[src/rtl/ispmc_pkg.sv]
package ispmc_pkg;

  // core-side register map of the power block
  localparam logic [7:0] ISPMC_PWR_CTRL_ADDR = 8'h8f;
  localparam logic [7:0] ISPMC_WAKE_FLAGS_ADDR = 8'hce;
  localparam int ISPMC_IDLE_BIT = 0;
  localparam int ISPMC_STOP_BIT = 1;
  localparam int ISPMC_CS_WAKE_BIT = 0;
  localparam logic [1:0] ISPMC_PWR_CTRL_RST = 2'h0;
  localparam logic ISPMC_CS_WAKE_RST = 1'b0;
  localparam logic [15:0] ISPMC_RESET_VECTOR = 16'h0000;

  // timing
  localparam int ISPMC_SYS_CLK_HZ = 10_000_000;
  localparam int ISPMC_SUSP_UPD_CLKS = 2;
  localparam int ISPMC_RST_SEQ_CLKS = 4;
  localparam int ISPMC_WDT_TIMEOUT_US = 1000;
  localparam int ISPMC_WDT_CLKS =
    ISPMC_WDT_TIMEOUT_US * (ISPMC_SYS_CLK_HZ / 1_000_000);

  // apb registers of the core end
  localparam logic [11:0] ISPMC_CMD_OFS = 12'h000;
  localparam logic [11:0] ISPMC_STAT_OFS = 12'h004;
  localparam logic [11:0] ISPMC_CFG_OFS = 12'h008;
  localparam int ISPMC_CMD_ADDR_LSB = 0;
  localparam int ISPMC_CMD_DATA_LSB = 8;
  localparam int ISPMC_CMD_READ_BIT = 16;
  localparam int ISPMC_CMD_KICK_BIT = 17;
  localparam int ISPMC_CMD_GO_BIT = 18;
  localparam int ISPMC_STAT_BUSY_BIT = 8;
  localparam int ISPMC_STAT_HALT_BIT = 9;
  localparam int ISPMC_STAT_RST_BIT = 10;
  localparam int ISPMC_STAT_DROP_BIT = 11;
  localparam int ISPMC_CFG_WDT_BIT = 0;
  localparam int ISPMC_CFG_MCD_BIT = 1;
  localparam int ISPMC_CFG_BYPASS_BIT = 2;
  localparam int ISPMC_CFG_IRQ_BIT = 3;
  localparam logic [3:0] ISPMC_CFG_RST = 4'h1;

  typedef enum logic [1:0] {
    ISPMC_MODE_RUN,
    ISPMC_MODE_IDLE,
    ISPMC_MODE_STOP,
    ISPMC_MODE_RSTSEQ
  } ispmc_mode_t;

endpackage
[src/rtl/ispmc_if.sv]
`timescale 1ns/1ps
`default_nettype none
interface ispmc_if (
  input wire logic ref_clk_i
);
  logic [7:0] sfr_addr;
  logic [7:0] sfr_wdata;
  logic sfr_wr;
  logic sfr_rd;
  logic [7:0] sfr_rdata;
  logic instr_done;
  logic int_pend;
  logic wdt_expire;
  logic mcd_expire;
  logic ext_rst;
  logic one_shot_en;
  logic core_halt;
  logic int_service;
  logic core_rst;
  logic [15:0] fetch_addr;

  modport dev (
    input sfr_addr, sfr_wdata, sfr_wr, sfr_rd, instr_done, int_pend,
    input wdt_expire, mcd_expire, ext_rst, one_shot_en,
    output sfr_rdata, core_halt, int_service, core_rst, fetch_addr
  );
  modport core (
    output sfr_addr, sfr_wdata, sfr_wr, sfr_rd, instr_done, int_pend,
    output wdt_expire, mcd_expire, ext_rst, one_shot_en,
    input sfr_rdata, core_halt, int_service, core_rst, fetch_addr
  );
endinterface
`default_nettype wire

[src/rtl/ispmc_dev_end.sv]
// Added by the designer: the device-side power mode controller and its registers.
`timescale 1ns/1ps
`default_nettype none
module ispmc_dev_end
  import ispmc_pkg::*;
(
  input wire logic ref_clk_i,
  input wire logic srst_i,
  ispmc_if.dev link,
  input wire logic cs_event_i,
  input wire logic suspend_req_i,
  input wire logic lp_osc_req_i,
  output logic suspend_o,
  output logic lp_osc_run_o,
  output logic prec_osc_en_o,
  output logic periph_clk_en_o,
  output logic low_power_o,
  output logic [1:0] mode_o
);

  localparam logic [2:0] RST_SEQ_LAST = 3'(ISPMC_RST_SEQ_CLKS - 1);
  localparam logic [1:0] SUSP_UPD = 2'(ISPMC_SUSP_UPD_CLKS);

  typedef struct packed {
    ispmc_mode_t mode;
    logic [1:0] pwr_ctrl;
    logic cs_wake_en;
    logic cs_wake_flag;
    logic suspend;
    logic [1:0] upd_cnt;
    logic [2:0] rst_cnt;
    logic [7:0] rdata;
    logic int_service;
  } ispmc_dev_state_t;

  localparam ispmc_dev_state_t DEV_RST = '{
    mode: ISPMC_MODE_RSTSEQ,
    pwr_ctrl: ISPMC_PWR_CTRL_RST,
    cs_wake_en: ISPMC_CS_WAKE_RST,
    cs_wake_flag: 1'b0,
    suspend: 1'b0,
    upd_cnt: 2'h0,
    rst_cnt: 3'h0,
    rdata: 8'h00,
    int_service: 1'b0
  };

  ispmc_dev_state_t s_q;
  ispmc_dev_state_t s_d;

  logic any_rst;
  logic halted;
  logic wr_pwr;
  logic wr_wake;
  logic rd_pwr;
  logic rd_wake;

  // all resets: external reset, watchdog and missing clock all count as reset
  assign any_rst = link.wdt_expire | link.mcd_expire | link.ext_rst;
  assign halted = (s_q.mode == ISPMC_MODE_IDLE) ||
                  (s_q.mode == ISPMC_MODE_STOP);
  // the core is halted in low power, so its write strobes are ignored there
  assign wr_pwr = link.sfr_wr && !halted &&
                  (link.sfr_addr == ISPMC_PWR_CTRL_ADDR);
  assign wr_wake = link.sfr_wr && !halted &&
                   (link.sfr_addr == ISPMC_WAKE_FLAGS_ADDR);
  assign rd_pwr = link.sfr_rd && (link.sfr_addr == ISPMC_PWR_CTRL_ADDR);
  assign rd_wake = link.sfr_rd && (link.sfr_addr == ISPMC_WAKE_FLAGS_ADDR);

  // next state of the whole block
  always_comb
  begin
    s_d = s_q;
    s_d.int_service = 1'b0;
    if (s_q.upd_cnt != 2'h0)
    begin
      s_d.upd_cnt = s_q.upd_cnt - 2'h1;
    end
    // register writes from the running core
    if (wr_pwr)
    begin
      s_d.pwr_ctrl[ISPMC_IDLE_BIT] = link.sfr_wdata[ISPMC_IDLE_BIT];
      s_d.pwr_ctrl[ISPMC_STOP_BIT] = link.sfr_wdata[ISPMC_STOP_BIT];
    end
    if (wr_wake)
    begin
      s_d.cs_wake_en = link.sfr_wdata[ISPMC_CS_WAKE_BIT];
      // writing zero also clears the flag, which is how wake is cleared
      if (!link.sfr_wdata[ISPMC_CS_WAKE_BIT])
      begin
        s_d.cs_wake_flag = 1'b0;
      end
    end
    // suspend entry and wake; a set flag blocks entry
    if (s_q.suspend)
    begin
      if (cs_event_i && s_q.cs_wake_en)
      begin
        s_d.cs_wake_flag = 1'b1;
        s_d.suspend = 1'b0;
        s_d.upd_cnt = SUSP_UPD;
      end
      else if (!suspend_req_i)
      begin
        s_d.suspend = 1'b0;
        s_d.upd_cnt = SUSP_UPD;
      end
    end
    else if (suspend_req_i && !s_q.cs_wake_flag &&
             s_q.mode == ISPMC_MODE_RUN)
    begin
      s_d.suspend = 1'b1;
    end
    // mode sequencing
    case (s_q.mode)
      ISPMC_MODE_RUN:
      begin
        // entry only when the setting instruction retires
        if (link.instr_done && s_d.pwr_ctrl[ISPMC_STOP_BIT])
        begin
          s_d.mode = ISPMC_MODE_STOP;
        end
        else if (link.instr_done && s_d.pwr_ctrl[ISPMC_IDLE_BIT])
        begin
          s_d.mode = ISPMC_MODE_IDLE;
        end
      end
      ISPMC_MODE_IDLE:
      begin
        if (link.int_pend)
        begin
          s_d.pwr_ctrl[ISPMC_IDLE_BIT] = 1'b0;
          s_d.int_service = 1'b1;
          s_d.mode = ISPMC_MODE_RUN;
        end
      end
      ISPMC_MODE_STOP:
      begin
        // interrupts are deliberately not looked at here
        s_d.mode = ISPMC_MODE_STOP;
      end
      default:
      begin
        if (s_q.rst_cnt == RST_SEQ_LAST)
        begin
          s_d.mode = ISPMC_MODE_RUN;
        end
        else
        begin
          s_d.rst_cnt = s_q.rst_cnt + 3'h1;
        end
      end
    endcase
    // read data is latched so the core sees a flop output
    if (rd_pwr)
    begin
      s_d.rdata = {6'h00, s_q.pwr_ctrl};
    end
    else if (rd_wake)
    begin
      // flags hidden while they settle after a suspend wake
      s_d.rdata = (s_q.upd_cnt != 2'h0) ? 8'h00 :
                  {7'h00, s_q.cs_wake_flag};
    end
    // a cap-sense event beats a software clear in the same cycle
    if (s_q.suspend && cs_event_i && s_q.cs_wake_en)
    begin
      s_d.cs_wake_flag = 1'b1;
    end
    // any reset ends every mode and restarts the sequence
    if (any_rst)
    begin
      s_d.mode = ISPMC_MODE_RSTSEQ;
      s_d.rst_cnt = 3'h0;
      s_d.pwr_ctrl = ISPMC_PWR_CTRL_RST;
      s_d.int_service = 1'b0;
    end
  end

  // single state register; wake flag survives internal resets
  always_ff @(posedge ref_clk_i)
  begin
    if (srst_i)
    begin
      s_q <= DEV_RST;
    end
    else
    begin
      s_q <= s_d;
    end
  end

  // core control outputs
  assign link.sfr_rdata = s_q.rdata;
  assign link.core_halt = halted;
  assign link.int_service = s_q.int_service;
  assign link.core_rst = (s_q.mode == ISPMC_MODE_RSTSEQ);
  assign link.fetch_addr = ISPMC_RESET_VECTOR;

  // clocks and user-side status
  assign prec_osc_en_o = (s_q.mode != ISPMC_MODE_STOP);
  assign periph_clk_en_o = (s_q.mode != ISPMC_MODE_STOP);
  // low-power oscillator only forced on; stop leaves it alone
  assign lp_osc_run_o = lp_osc_req_i | s_q.cs_wake_flag;
  // true low power needs the one-shot active
  assign low_power_o = halted && link.one_shot_en;
  assign suspend_o = s_q.suspend;
  assign mode_o = s_q.mode;

endmodule // ispmc_dev_end
`default_nettype wire

[src/flat_wrapper.sv]
// flat-port wrapper written by rule: the top's interface ports become plain ports
module ispmc_dev_end_flat import ispmc_pkg::*;
  (ref_clk_i, srst_i, cs_event_i, suspend_req_i, lp_osc_req_i, suspend_o, lp_osc_run_o, prec_osc_en_o, periph_clk_en_o, low_power_o, mode_o, link_sfr_addr, link_sfr_wdata, link_sfr_wr, link_sfr_rd, link_instr_done, link_int_pend, link_wdt_expire, link_mcd_expire, link_ext_rst, link_one_shot_en, link_sfr_rdata, link_core_halt, link_int_service, link_core_rst, link_fetch_addr);
  ispmc_if link_i (.ref_clk_i(ref_clk_i));
  input wire logic ref_clk_i;
  input wire logic srst_i;
  input wire logic cs_event_i;
  input wire logic suspend_req_i;
  input wire logic lp_osc_req_i;
  output logic suspend_o;
  output logic lp_osc_run_o;
  output logic prec_osc_en_o;
  output logic periph_clk_en_o;
  output logic low_power_o;
  output logic [1:0] mode_o;
  input wire logic [$bits(link_i.sfr_addr)-1:0] link_sfr_addr;
  input wire logic [$bits(link_i.sfr_wdata)-1:0] link_sfr_wdata;
  input wire logic [$bits(link_i.sfr_wr)-1:0] link_sfr_wr;
  input wire logic [$bits(link_i.sfr_rd)-1:0] link_sfr_rd;
  input wire logic [$bits(link_i.instr_done)-1:0] link_instr_done;
  input wire logic [$bits(link_i.int_pend)-1:0] link_int_pend;
  input wire logic [$bits(link_i.wdt_expire)-1:0] link_wdt_expire;
  input wire logic [$bits(link_i.mcd_expire)-1:0] link_mcd_expire;
  input wire logic [$bits(link_i.ext_rst)-1:0] link_ext_rst;
  input wire logic [$bits(link_i.one_shot_en)-1:0] link_one_shot_en;
  output wire logic [$bits(link_i.sfr_rdata)-1:0] link_sfr_rdata;
  output wire logic [$bits(link_i.core_halt)-1:0] link_core_halt;
  output wire logic [$bits(link_i.int_service)-1:0] link_int_service;
  output wire logic [$bits(link_i.core_rst)-1:0] link_core_rst;
  output wire logic [$bits(link_i.fetch_addr)-1:0] link_fetch_addr;
  assign link_i.sfr_addr = link_sfr_addr;
  assign link_i.sfr_wdata = link_sfr_wdata;
  assign link_i.sfr_wr = link_sfr_wr;
  assign link_i.sfr_rd = link_sfr_rd;
  assign link_i.instr_done = link_instr_done;
  assign link_i.int_pend = link_int_pend;
  assign link_i.wdt_expire = link_wdt_expire;
  assign link_i.mcd_expire = link_mcd_expire;
  assign link_i.ext_rst = link_ext_rst;
  assign link_i.one_shot_en = link_one_shot_en;
  assign link_sfr_rdata = link_i.sfr_rdata;
  assign link_core_halt = link_i.core_halt;
  assign link_int_service = link_i.int_service;
  assign link_core_rst = link_i.core_rst;
  assign link_fetch_addr = link_i.fetch_addr;
  ispmc_dev_end u_core (.ref_clk_i(ref_clk_i), .srst_i(srst_i), .link(link_i), .cs_event_i(cs_event_i), .suspend_req_i(suspend_req_i), .lp_osc_req_i(lp_osc_req_i), .suspend_o(suspend_o), .lp_osc_run_o(lp_osc_run_o), .prec_osc_en_o(prec_osc_en_o), .periph_clk_en_o(periph_clk_en_o), .low_power_o(low_power_o), .mode_o(mode_o));
endmodule
[config.mk]
export PLATFORM = sky130hd
export DESIGN_NAME = ispmc_dev_end_flat
export DESIGN_NICKNAME = d
export VERILOG_FILES = /design/src/rtl/ispmc_pkg.sv /design/src/rtl/ispmc_if.sv /design/src/rtl/ispmc_dev_end.sv /design/src/flat_wrapper.sv
export SDC_FILE = /design/constraint.sdc
export NUM_CORES = 1
export LEC_CHECK = 0
export BUFFER_PORTS_ARGS = -buffer_cell sky130_fd_sc_hd__buf_2
export CAP_MARGIN = 0
export CORE_UTILIZATION = 43
export DETAILED_ROUTE_END_ITERATION = 6
export PLACE_DENSITY = 0.8
export SYNTH_ARGS = -nofsm -noshare
export SYNTH_HDL_FRONTEND = slang
export SYNTH_SLANG_ARGS = --single-unit
[constraint.sdc]
create_clock -name ref_clk_i -period 3 [get_ports ref_clk_i]
set_clock_uncertainty 0.15 [all_clocks]
set_input_delay 0.6 -clock ref_clk_i [delete_from_list [all_inputs] [get_ports ref_clk_i]]
set_output_delay 0.6 -clock ref_clk_i [all_outputs]
set_load 0.005 [all_outputs]
; Yosys cells after proc, flatten, opt, wreduce, memory -nomap -nowiden
; Cells that the tools add are included.
[classes]
addsub = 2
n_eq_ne = 9
mux = 23
bitwise_logic = 6
reduce_logical = 25
[ops]
columns = cell, count
row1 = $mux 2, 9
row2 = $eq 8x8->1 const B, 2
row3 = $logic_and 1x1->1, 13
row4 = $mux 1, 11
row5 = $mux 3, 2
row6 = $pmux 2 s3, 1
row7 = $reduce_or 3->1, 2
row8 = $eq 2x2->1 const B, 2
row9 = $ne 2x2->1 const B, 2
row10 = $reduce_bool 2->1, 2
row11 = $reduce_bool 4->1, 1
row12 = $add 3x1->3 const B, 1
row13 = $eq 3x2->1 const B, 1
row14 = $ne 3x3->1 const B, 1
row15 = $not 1->1, 3
row16 = $or 1x1->1, 3
row17 = $reduce_and 3->1, 1
row18 = $eq 2x1->1 const B, 1
row19 = $logic_not 1->1, 2
row20 = $logic_not 2->1, 1
row21 = $reduce_and 2->1, 1
row22 = $reduce_or 2->1, 1
row23 = $sub 2x1->2 const B, 1
row24 = $logic_or 1x1->1, 1
[totals]
ff_bits = 15

; Longest topological paths before layout
; Gate-level depths: netlist of run 1.
[logic_depth]
ltp_word = 10
mapped_depth = 7

; Worst setup path before layout of run 1
; OpenSTA, ideal clock, no wires.
[synth_timing]
path_type = flip-flop to flip-flop
startpoint = reg u_core.s_q, in the netlist u_core.mode_o[0]
endpoint = reg u_core.s_q, in the netlist u_core.mode_o[0]
setup_time_ps = 114
arrival_ps = 1839
required_time_ps = 2736
path_slack_ps = 897
stages_incl_launch_ff = 8
period_less_slack_ps = 2103
path_cell_list = dfxtp_1 -> inv_1 -> ha_1 -> nand4b_2 -> nor3_4 -> mux2i_1 -> o21ai_0 -> a21o_1
[synth_between]
elab_chain_cells = 9
elab_cells_between_ends = 16
classes_between = eq/ne (4) / mux (3) / reduce/logical (9)
[synth_rtl]
columns = item, line
row1 = start: declaration, ispmc_dev_end.sv:48  ; ispmc_dev_state_t s_q;
row2 = start signal: assignment, ispmc_dev_end.sv:185  ; s_q <= DEV_RST;
row3 = start signal: assignment, ispmc_dev_end.sv:189  ; s_q <= s_d;
row4 = $eq 2x1->1 / $eq 2x2->1 (equally long branches), "ispmc_dev_end.sv:60, ispmc_dev_end.sv:61"
row5 = $logic_or 1x1->1 *, ispmc_dev_end.sv:60  ; assign halted = (s_q.mode == ISPMC_MODE_IDLE) ||
row6 = named net link_core_halt, flat_wrapper.sv:27  ; output wire logic [$bits(link_i.core_halt)-1:0] link_core_halt;
row7 = $logic_not 1->1 *, ispmc_dev_end.sv:63  ; assign wr_pwr = link.sfr_wr && !halted &&
row8 = $logic_and 1x1->1 * (2 in a row), ispmc_dev_end.sv:63
row9 = $mux 2 *, ispmc_dev_end.sv:80  ; if (wr_pwr)
row10 = "$logic_and 1x1->1, on equally long branches", "ispmc_dev_end.sv:123, ispmc_dev_end.sv:119"
row11 = $ne 3x3->1 (no line) / $mux 2 (equally long branches), --
row12 = $reduce_and 3->1 (no line) / $pmux 2 s3 (equally long branches), --
; The timed path passes the listed nets; every way through them passes the cells marked *.
; A chain may end at the register's enable or synchronous reset.

; Worst setup path in the final report of run 1
[layout_timing]
startpoint = reg u_core.s_q, in the netlist u_core.mode_o[0]
endpoint = reg u_core.s_q, in the netlist u_core.mode_o[0]
[layout_between]
elab_chain_cells = 9
elab_cells_between_ends = 16
classes_between = eq/ne (4) / mux (3) / reduce/logical (9)
[layout_rtl]
columns = item, line
row1 = $eq 2x1->1 / $eq 2x2->1 (equally long branches), "ispmc_dev_end.sv:60, ispmc_dev_end.sv:115, ispmc_dev_end.sv:61"
row2 = $logic_or 1x1->1, ispmc_dev_end.sv:60
row3 = $logic_not 1->1, ispmc_dev_end.sv:63
row4 = $logic_and 1x1->1 (2 in a row), ispmc_dev_end.sv:63
row5 = $mux 2, ispmc_dev_end.sv:80
row6 = "$logic_and 1x1->1, on equally long branches", "ispmc_dev_end.sv:123, ispmc_dev_end.sv:119"
row7 = $ne 3x3->1 (no line) / $mux 2 (equally long branches), --
row8 = $reduce_and 3->1 (no line) / $pmux 2 s3 (equally long branches), --
; Parallel ways exist; a longest one is shown, timed or not.

==> out/results.ini, run 1 <==
[critical_path]
crit_required_ps=3030
crit_slowest_cell=dfxtp_1
worst-setup-path-type=flop to flop
crit_chain=inv_1 > ha_1 > nand4b_2 > nor3_4 > mux2i_1 > o21ai_0 > a21o_1
cp_slowest_stage_delay_ps=400
critPathLaunchType=flop
critical_path.max_fanout=4
critPathArrivalTime_ps=2380
endpoint_kind=flop

[detailed_routing]
via_per_inst=4.730
wl_um=1901
wl_per_cell_um=10.68
ant_nets=0
drc=0
first_pass_iters=4
drt-initial-drc-count=6
num_vias=842

[power]
cell_internal_pwr_mw=0.2657
leakage_nw=0.5413
power_frac_clock_pct=32.7
power_frac_seq_pct=56.5
switchingPower_mw=0.08762
p_per_area_nw_per_um2=309.7
p_sw_share_pct=24.80
ir_drop_mv=0.2404
power_frac_comb_pct=10.8

[logic_synthesis]
synth-simple-area-share_pct=24.64
synth-seq-cells=15
ys_warn_count=0
postSynthAreaPerCell_um2=8.675
synthesis.area_um2=1041
synth_top_family_by_area=simple AND/OR/NAND/NOR gates
yosys.area_share.adder_pct=7.212
synth_cells=120
muxShareOfSynthArea_pct=5.769
synth.distinct_cells=33
synth_top_area_share_pct=28.85
ys_top_cells_by_area=dfxtp_1 (29%), buf_4 (19%), ha_1 (7.2%)
yosys.area.top_type=dfxtp_1
synthXorXnorAreaFrac_pct=0.8413
synth_compound_area_share_pct=10.58
seq_area_frac_synth_pct=28.85

[floorplan]
die_x_um=51.20
die_h_um=51.20
core_um2=2255
rows=17
initial_core_util_pct=46.17
die-area_um2=2621
ioPinCount=63

[placement]
finalWeightedCongestion=0.7663
dp_hpwl_um=1518
io_buffers=34

[global_routing]
grt_pass1_wl_um=3174
grt_usage_pct=16.03
grt_pass1_vias=744
antenna_found_initial=0
grt_max_degree=10
grt_overflow=0

[layout]
n_antenna_cell=0
area_delta_synth_final_pct=9.615
final_util_pct=50.61
nets=186
final_cell_mix=buf_2 (34), conb_1 (22), dfxtp_1 (15)
layout_commonest_cell=buf_2
final_layout_size_suffix_gt1_share_pct=30.00

[clock_tree]
clockBufferDepth=2
cts_setup_buffers=0
cts.clk_slew.worst_paths_ps=90
worstSkewPairLatency_ps=280
cts_made_buffers=3
htree_levels=1
cts-root-buf=clkbuf_4
cts-resized-gates=0
hold_buffers=0
cts_tree=done
cts_sinks=15

[timing]
setup_viol=0
final_max_slew_viol_count=0
hold_viol_final=0
period_needed_ps=2344
fin_crit_sh_pct=78.15
max_freq_ghz=0.4265
rsz0062_at_grt=no
fin_tns_setup_ps=0

[job]
maxCapViolations=0

[hold_path]
min_path_type=flop to flop

[outcome]
status=finished clean

cell families after synthesis:
logic type	Yosys count
buffers and inverters	33
xor gates and xnor gates	1
other	1
and+or+nand+nor	41
adders and majority gates	6
DFF	15
AOI/OAI and AO/OA	17
muxes	6
Yosys cell counts:
cell       count
a21boi_0       1
ha_1           6
conb_1         1
or4_1          1
nand4bb_4      1
o21a_1         1
or3b_2         1
a211oi_1       4
nor3b_1        4
nand3_1        3
o21ai_0        2
nor3_4         1
nor2_1        10
o21ai_2        1
o22ai_1        1
nand2_1        9
a21o_1         2
nor2b_1        2
a21oi_1        5
nor4b_1        1
clkbuf_1       1
nor3_1         1
inv_1          4
buf_2          1
nand4b_2       1
dfxtp_1       15
or3_2          1
and2_1         1
xnor2_1        1
nand2b_1       3
mux2i_1        6
or2_2          1
buf_4         27
layer usage:
metal	share of wire [%]	routed length, um	GRT usage (%)
met1	41	777	19.35
met2	52	987	27.63
met5	0	0	0
met3	7.0	133	5.655
met4	0.11	2	2.315
final cells by class:
cell class              instances  area [um2]
well taps                      28       35.03
multi-input cells              93       593.1
clock inverters                 1       5.005
inverters                       4       15.01
clock buffers                   3       22.52
repair buffers                 34       170.2
flip-flops and latches         15       300.3
fillers                       228        1114
metrics by stage:
| stage | power [mW] | instance area [um2] | setup WS (ps) | instances | hold slack, ps |
|---|---|---|---|---|---|
| final | 0.3534 | 1141 | 655.5 | 178 | 312.8 |
| after global routing | 0.3713 | 1141 | 405.0 | 178 | 344.6 |
| after CTS | 0.3570 | 1141 | 621.1 | 178 | 316.1 |
| after detailed placement | 0.2420 | 1114 | 641.2 | 174 | 302.9 |
| after global placement | 0.2410 | 1114 | 727.1 | 174 | 282.3 |
| after floorplan | 0.2433 | 1120 | 897.3 | 141 | 274.5 |
power by group through the flow:
stage	Clock [mW]	Combinational, mW	Sequential [mW]
after global routing	0.128	0.0433	0.200
after floorplan	0	0.0390	0.204
final	0.116	0.0381	0.200
after global placement	0	0.0366	0.204
after CTS	0.119	0.0379	0.200
after detailed placement	0	0.0376	0.204
worst paths after layout:
path                                               startpoint                            end  slack, ps  depth (start not counted)
worst max register to register  u_core.mode_o[0]$_SDFFE_PP1P_  u_core.mode_o[0]$_SDFFE_PP1P_        660                          7
worst min-delay path                u_core.s_q[12]$_SDFF_PP0_      u_core.s_q[12]$_SDFF_PP0_        310                          1
worst min register to register      u_core.s_q[12]$_SDFF_PP0_      u_core.s_q[12]$_SDFF_PP0_        310                          1
worst max-delay path            u_core.mode_o[0]$_SDFFE_PP1P_  u_core.mode_o[0]$_SDFFE_PP1P_        660                          7
state kept, by name (all words and copies together), names as in the netlist:
| register | flops |
|---|---|
| u_core.suspend_o | 1 |
| u_core.link.int_service | 1 |
| u_core.mode_o | 2 |
| u_core.link.sfr_rdata | 2 |
| u_core.s_q | 9 |
critical path, delay by kind of cell (launching register included):
kind / cells / cell delay [ps]
muxes: 1 / 360
AOI/OAI and AO/OA: 2 / 330
adders and majority gates: 1 / 360
and+or+nand+nor: 2 / 540
buffers and inverters: 1 / 100
DFF: 1 / 400
Power figures use the tool's default switching activity.
==> inputs of run 2 (changes only) <==
--- a/config.mk
+++ b/config.mk
@@ -7,9 +7,9 @@
 export LEC_CHECK = 0
 export BUFFER_PORTS_ARGS = -buffer_cell sky130_fd_sc_hd__buf_2
 export CAP_MARGIN = 0
-export CORE_UTILIZATION = 43
+export CORE_UTILIZATION = 38
 export DETAILED_ROUTE_END_ITERATION = 6
-export PLACE_DENSITY = 0.8
+export PLACE_DENSITY = 0.75
 export SYNTH_ARGS = -nofsm -noshare
 export SYNTH_HDL_FRONTEND = slang
 export SYNTH_SLANG_ARGS = --single-unit
==> constraint.sdc (replaced) <==
create_clock -name ref_clk_i -period 1.95 [get_ports ref_clk_i]
set_clock_uncertainty 0.15 [all_clocks]
set_input_delay 0.39 -clock ref_clk_i [delete_from_list [all_inputs] [get_ports ref_clk_i]]
set_output_delay 0.39 -clock ref_clk_i [all_outputs]
set_load 0.005 [all_outputs]
==> out/results.ini, run 2 (same netlist as run 1, synthesis figures left out) <==
[floorplan]
die_x_um=54.34  ; +6.1%
die_h_um=54.34  ; +6.1%
die-area_um2=2953  ; +13%
rows=18  ; +1
core_um2=2522  ; +12%
ioPinCount=63  ; unchanged
initial_core_util_pct=41.27  ; -4.9 points

[power]
cell_internal_pwr_mw=0.4133  ; +56%
power_frac_clock_pct=32.4  ; -0.3 points
leakage_nw=0.5679  ; +4.9%
switchingPower_mw=0.1321  ; +51%
p_per_area_nw_per_um2=441.2  ; +42%
power_frac_seq_pct=56.3  ; -0.2 points
ir_drop_mv=0.3664  ; +52%
power_mw=0.5454  ; +54%
p_sw_share_pct=24.22  ; -0.58 points
power_frac_comb_pct=11.3  ; +0.5 points

[clock_tree]
cts_made_buffers=3  ; unchanged
cts-root-buf=clkbuf_4
clockBufferDepth=2  ; unchanged
worstSkewPairLatency_ps=280  ; about the same
htree_levels=1  ; unchanged
cts_sinks=15  ; unchanged
cts_tree=done
cts.clk_slew.worst_paths_ps=90  ; about the same

[critical_path]
critPathTopFamily=simple AND/OR/NAND/NOR gates
crit_chain=inv_2 > ha_4 > nand4b_4 > nor3_4 > mux2i_2 > o21ai_0 > a21o_1
critical_path.max_fanout=3  ; -1
critPathLaunchType=flop
cp_slowest_stage_delay_ps=350  ; -50 ps
endpoint_kind=flop
worst-setup-path-type=flop to flop
crit_required_ps=1980  ; -1050 ps
critPathArrivalTime_ps=1980  ; -400 ps
crit_buf_inv=1  ; unchanged
crit_slowest_cell=mux2i_2

[detailed_routing]
first_pass_iters=4  ; unchanged
via_per_inst=4.581  ; -3.2%
drc=0  ; unchanged
wl_per_cell_um=10.65  ; -0.27%
wl_um=1981  ; +4.2%
drt-initial-drc-count=13  ; +7
ant_nets=0  ; unchanged
num_vias=852  ; +1.2%

[timing]
setup_slack_ps=2.421  ; -653.1 ps
fin_tns_setup_ps=0  ; unchanged
fin_crit_sh_pct=99.88  ; +22 points
setup_viol=0  ; unchanged
period_needed_ps=1948  ; -396.9 ps
final_max_slew_viol_count=0  ; unchanged
rsz0062_at_grt=yes
whs_ps=212.4  ; -100.4 ps
hold_viol_final=0  ; unchanged
max_freq_ghz=0.5135  ; +20%

[outcome]
status=finished clean

[layout]
layout_commonest_cell=buf_2
top_register=u_core.s_q
area_delta_synth_final_pct=18.75
final_cell_mix=buf_2 (34), conb_1 (22), dfxtp_1 (13)
seqCellArea_um2=302.8  ; +0.83%
finalInstanceArea_um2=1236  ; +8.3%
largest_reg_flops=9  ; unchanged
nFillCells=259  ; +14%
layoutNonFillerInstCount=186  ; +4.5%
nets=192  ; +3.2%
multi_input_comb_area_um2=639.4  ; +7.8%
n_antenna_cell=0  ; unchanged
final_layout_size_suffix_gt1_share_pct=37.82  ; +7.8 points
final_util_pct=49.01  ; -1.6 points

[placement]
dp.cells=181  ; +4.0%
io_buffers=34  ; unchanged
pre_cts_ws_ps=-29.53  ; -670.7 ps
placed_area_um2=1181  ; +6.1%
dp_hpwl_um=1648  ; +8.5%
finalWeightedCongestion=0.8269  ; +7.9%

[job]
maxCapViolations=0  ; unchanged

[global_routing]
antenna_found_initial=0  ; unchanged
grt_max_degree=9  ; -1
grt_pass1_wl_um=3153  ; -0.66%
grt_usage_pct=15.13  ; -0.91 points
grt_pass1_vias=780  ; +4.8%
grt_overflow=0  ; unchanged

[hold_path]
min_path_type=input pin to flop

[run 2: power groups by stage]
stage          clock [mW]  sequential (mW)  combinational [mW]
2_1_floorplan           0            0.314              0.0606
3_3_place_gp            0            0.314              0.0592
4_1_cts             0.185            0.307              0.0607
6_report            0.177            0.307              0.0614
5_1_grt             0.204            0.307              0.0703
3_5_place_dp            0            0.314              0.0604
[run 2: final cells by class]
class	count	share of cell area, %
inverter	4	1.215
timing repair buffer	40	17.41
clock buffer	4	2.125
sequential	15	24.49
tap	30	3.036
multi-input combinational	93	51.72
[run 2: repair_timing]
item,in CTS,in global routing
setup buffers,1,0
setup endpoints to repair,2,2
hold buffers,0,0
pin swaps,1,0
gates resized for setup,3,2
[run 2: path summary, 6_finish.rpt]
check | start | to | slack (ps) | cells past startpoint
min | srst_i | u_core.link.sfr_rdata[1]$_SDFFE_PP0P_ | 210 | 2
min reg2reg | u_core.s_q[12]$_SDFF_PP0_ | u_core.s_q[12]$_SDFF_PP0_ | 310 | 1
max | u_core.mode_o[0]$_SDFFE_PP1P_ | u_core.mode_o[0]$_SDFFE_PP1P_ | 2 | 7
max reg2reg | u_core.mode_o[0]$_SDFFE_PP1P_ | u_core.mode_o[0]$_SDFFE_PP1P_ | 2 | 7
[run 2: per-layer routing]
layer  vias up  wire length (um)  track usage, %
met5         -                 0               0
met4         0                16           7.692
met2        30              1009           25.61
met1       393               811           17.06
li1        427                 -               -
met3         2               144           4.444
==> inputs of run 3 (changes only) <==
--- a/config.mk
+++ b/config.mk
@@ -5,9 +5,10 @@
 export SDC_FILE = /design/constraint.sdc
 export NUM_CORES = 1
 export LEC_CHECK = 0
+export ABC_AREA = 1
 export BUFFER_PORTS_ARGS = -buffer_cell sky130_fd_sc_hd__buf_2
 export CAP_MARGIN = 0
-export CORE_UTILIZATION = 38
+export CORE_UTILIZATION = 39
 export DETAILED_ROUTE_END_ITERATION = 6
 export PLACE_DENSITY = 0.75
 export SYNTH_ARGS = -nofsm -noshare
==> out/results.ini, run 3 <==
[clock_tree]
worstSkewPairLatency_ps=270  ; about the same
cts_sinks=15  ; unchanged
cts.clk_slew.worst_paths_ps=80  ; about the same
htree_levels=1  ; unchanged
cts_made_buffers=3  ; unchanged
clockBufferDepth=2  ; unchanged
cts_tree=done
hold_buffers=0  ; unchanged
cts-root-buf=clkbuf_4

[floorplan]
initial_core_util_pct=42.59  ; +1.3 points
die_h_um=54.95  ; +1.1%
core_um2=2567  ; +1.8%
die_x_um=54.95  ; +1.1%
die-area_um2=3020  ; +2.3%
ioPinCount=63  ; unchanged
rows=18  ; unchanged

[layout]
seqCellArea_um2=307.8  ; +1.7%
n_antenna_cell=0  ; unchanged
final_layout_size_suffix_gt1_share_pct=33.52  ; -4.3 points
area_delta_synth_final_pct=13.96
top_register=u_core.s_q
multi_input_comb_area_um2=588.1  ; -8.0%
final_cell_mix=buf_2 (34), inv_1 (23), nand2_1 (22), conb_1 (22), dfxtp_1 (13)
nFillCells=282  ; +8.9%
largest_reg_flops=9  ; unchanged
layout_commonest_cell=buf_2
nets=218  ; +14%

[detailed_routing]
via_per_inst=4.349  ; -5.1%
ant_nets=0  ; unchanged
drc=0  ; unchanged
num_vias=922  ; +8.2%
first_pass_iters=4  ; unchanged
wl_per_cell_um=8.675  ; -19%
drt-initial-drc-count=6  ; -7
wl_um=1839  ; -7.2%

[logic_synthesis]
synth_common_cells=buf_4 (27), inv_1 (23), nand2_1 (22), dfxtp_1 (15), a21oi_1 (9)
ys_top_cells_by_area=dfxtp_1 (27%), buf_4 (19%), inv_1 (7.9%)
ys_warn_count=0  ; unchanged
synthesis.area_um2=1094  ; +5.0%
yosysMostFrequentCell=buf_4
synth_top_area_share_pct=27.46  ; -1.4 points
postSynthAreaPerCell_um2=7.439  ; -14%
yosys.area.top_type=dfxtp_1
synth_cells=147  ; +23%
synth_edf_count=0  ; unchanged
synth.distinct_cells=25  ; -24%
seq_area_frac_synth_pct=27.46  ; -1.4 points
synthFlopType=dfxtp_1
ys_async_sr_fraction_pct=0  ; unchanged
synth-seq-cells=15  ; unchanged

[critical_path]
endpoint_kind=primary output
critical_path.max_fanout=3  ; unchanged
critPathTopFamily=buffers and inverters
crit_chain=inv_1 > ha_4 > buf_4 > nand2_1 > inv_1 > buf_2
crit_cells=6  ; -1
rr_worst_depth=10  ; +3
worst-setup-path-type=flop to primary output
crit_slowest_cell=dfxtp_4
critPathArrivalTime_ps=1290  ; -690 ps
critPathLaunchType=flop
cp_slowest_stage_delay_ps=350  ; about the same
crit_buf_inv=4  ; +3
crit_top_cell=inv_1
crit_required_ps=1410  ; -570 ps

[power]
cell_internal_pwr_mw=0.4085  ; -1.2%
switchingPower_mw=0.1295  ; -2.0%
leakage_nw=0.6894  ; +21%
power_frac_comb_pct=12.0  ; +0.7 points
p_per_area_nw_per_um2=431.7  ; -2.2%
p_sw_share_pct=24.07  ; -0.15 points
power_frac_seq_pct=56.6  ; +0.3 points
power_frac_clock_pct=31.4  ; -1.0 points
ir_drop_mv=0.4177  ; +14%

[global_routing]
antenna_found_initial=0  ; unchanged
grt_usage_pct=13.45  ; -1.7 points
grt_pass1_vias=757  ; -2.9%
grt_pass1_wl_um=2870  ; -9.0%
grt_overflow=0  ; unchanged
grt_max_degree=9  ; unchanged

[job]
maxCapViolations=0  ; unchanged

[timing]
period_needed_ps=1832  ; -115.4 ps
final_max_slew_viol_count=0  ; unchanged
max_freq_ghz=0.5458  ; +6.3%
whs_ps=164.2  ; -48.11 ps
setup_viol=0  ; unchanged
hold_viol_final=0  ; unchanged
rsz0062_at_grt=no
fin_tns_setup_ps=0  ; unchanged
fin_crit_sh_pct=93.96  ; -5.9 points

[placement]
io_buffers=34  ; unchanged
dp_hpwl_um=1565  ; -5.0%
finalWeightedCongestion=0.7889  ; -4.6%

[hold_path]
min_path_type=input pin to flop
holdPathStages=2  ; unchanged

[outcome]
status=finished clean

-- run 3: kinds of logic after synthesis --
kind of cell    after synthesis  share of synthesized area (%)
simple gates                 58                          30.66
buf+inv                      52                          27.12
compound gates               15                          7.552
flops                        15                          27.46
fa+ha+maj                     6                          6.865
other cells                   1                         0.3429
-- run 3: worst register-to-register path: cells and delay by family, from the launching register on --
kind | cells | cell delay (ps)
adders and majority gates | 1 | 230
and+or+nand+nor | 8 | 710
buffers and inverters | 1 | 110
DFF | 1 | 350
-- run 3: metal layers --
layer | global-route usage, % | vias up | routed length [um] | part of all wire (%)
li1 | - | 489 | - | -
met1 | 14.43 | 409 | 731 | 40
met2 | 24.90 | 22 | 992 | 54
met3 | 4.372 | 2 | 109 | 5.9
met4 | 3.750 | 0 | 6 | 0.33
met5 | 0 | - | 0 | 0
-- run 3: area by class of cell --
class,instances,area share [%]
Clock buffer,4,2.108
Inverter,25,7.530
Multi-Input combinational cell,101,47.19
Sequential cell,15,24.70
Tap cell,30,3.012
Timing Repair Buffer,37,15.46
-- run 3: power groups by stage --
stage                     registers, mW  logic [mW]  clock network [mW]
after CTS                         0.307      0.0649               0.175
after global placement            0.315      0.0636                   0
after detailed placement          0.315      0.0647                   0
after floorplan                   0.314      0.0639                   0
after global routing              0.305      0.0766               0.195
final                             0.304      0.0647               0.169
-- run 3: what timing repair did --
item,4_1_cts,5_1_grt
setup buffers,0,2
endpoints found under the setup margin,1,1
hold endpoints to repair,0,0
resized for setup,3,2
-- run 3: final timing paths --
check / slack [ps] / end / from
setup / recovery: 120 / low_power_o / u_core.mode_o[0]$_SDFFE_PP1P_
hold / removal: 160 / u_core.s_q[17]$_SDFF_PP0_ / link_int_pend
setup reg to reg: 290 / u_core.mode_o[1]$_SDFFE_PP1P_ / u_core.mode_o[0]$_SDFFE_PP1P_
hold reg to reg: 300 / u_core.s_q[12]$_SDFF_PP0_ / u_core.s_q[12]$_SDFF_PP0_
-- run 3: per-stage QoR --
stage	power [mW]	worst slack [ps]	instances	util (%)	area [um2]
floorplan	0.3783	226.9	168	-	1172
global placement	0.3781	143.9	206	46.15	1185
detailed placement	0.3793	135.3	206	46.15	1185
CTS	0.5476	81.30	210	47.76	1226
global route	0.5759	4.010	212	48.54	1246
finish	0.5380	117.8	212	48.54	1246
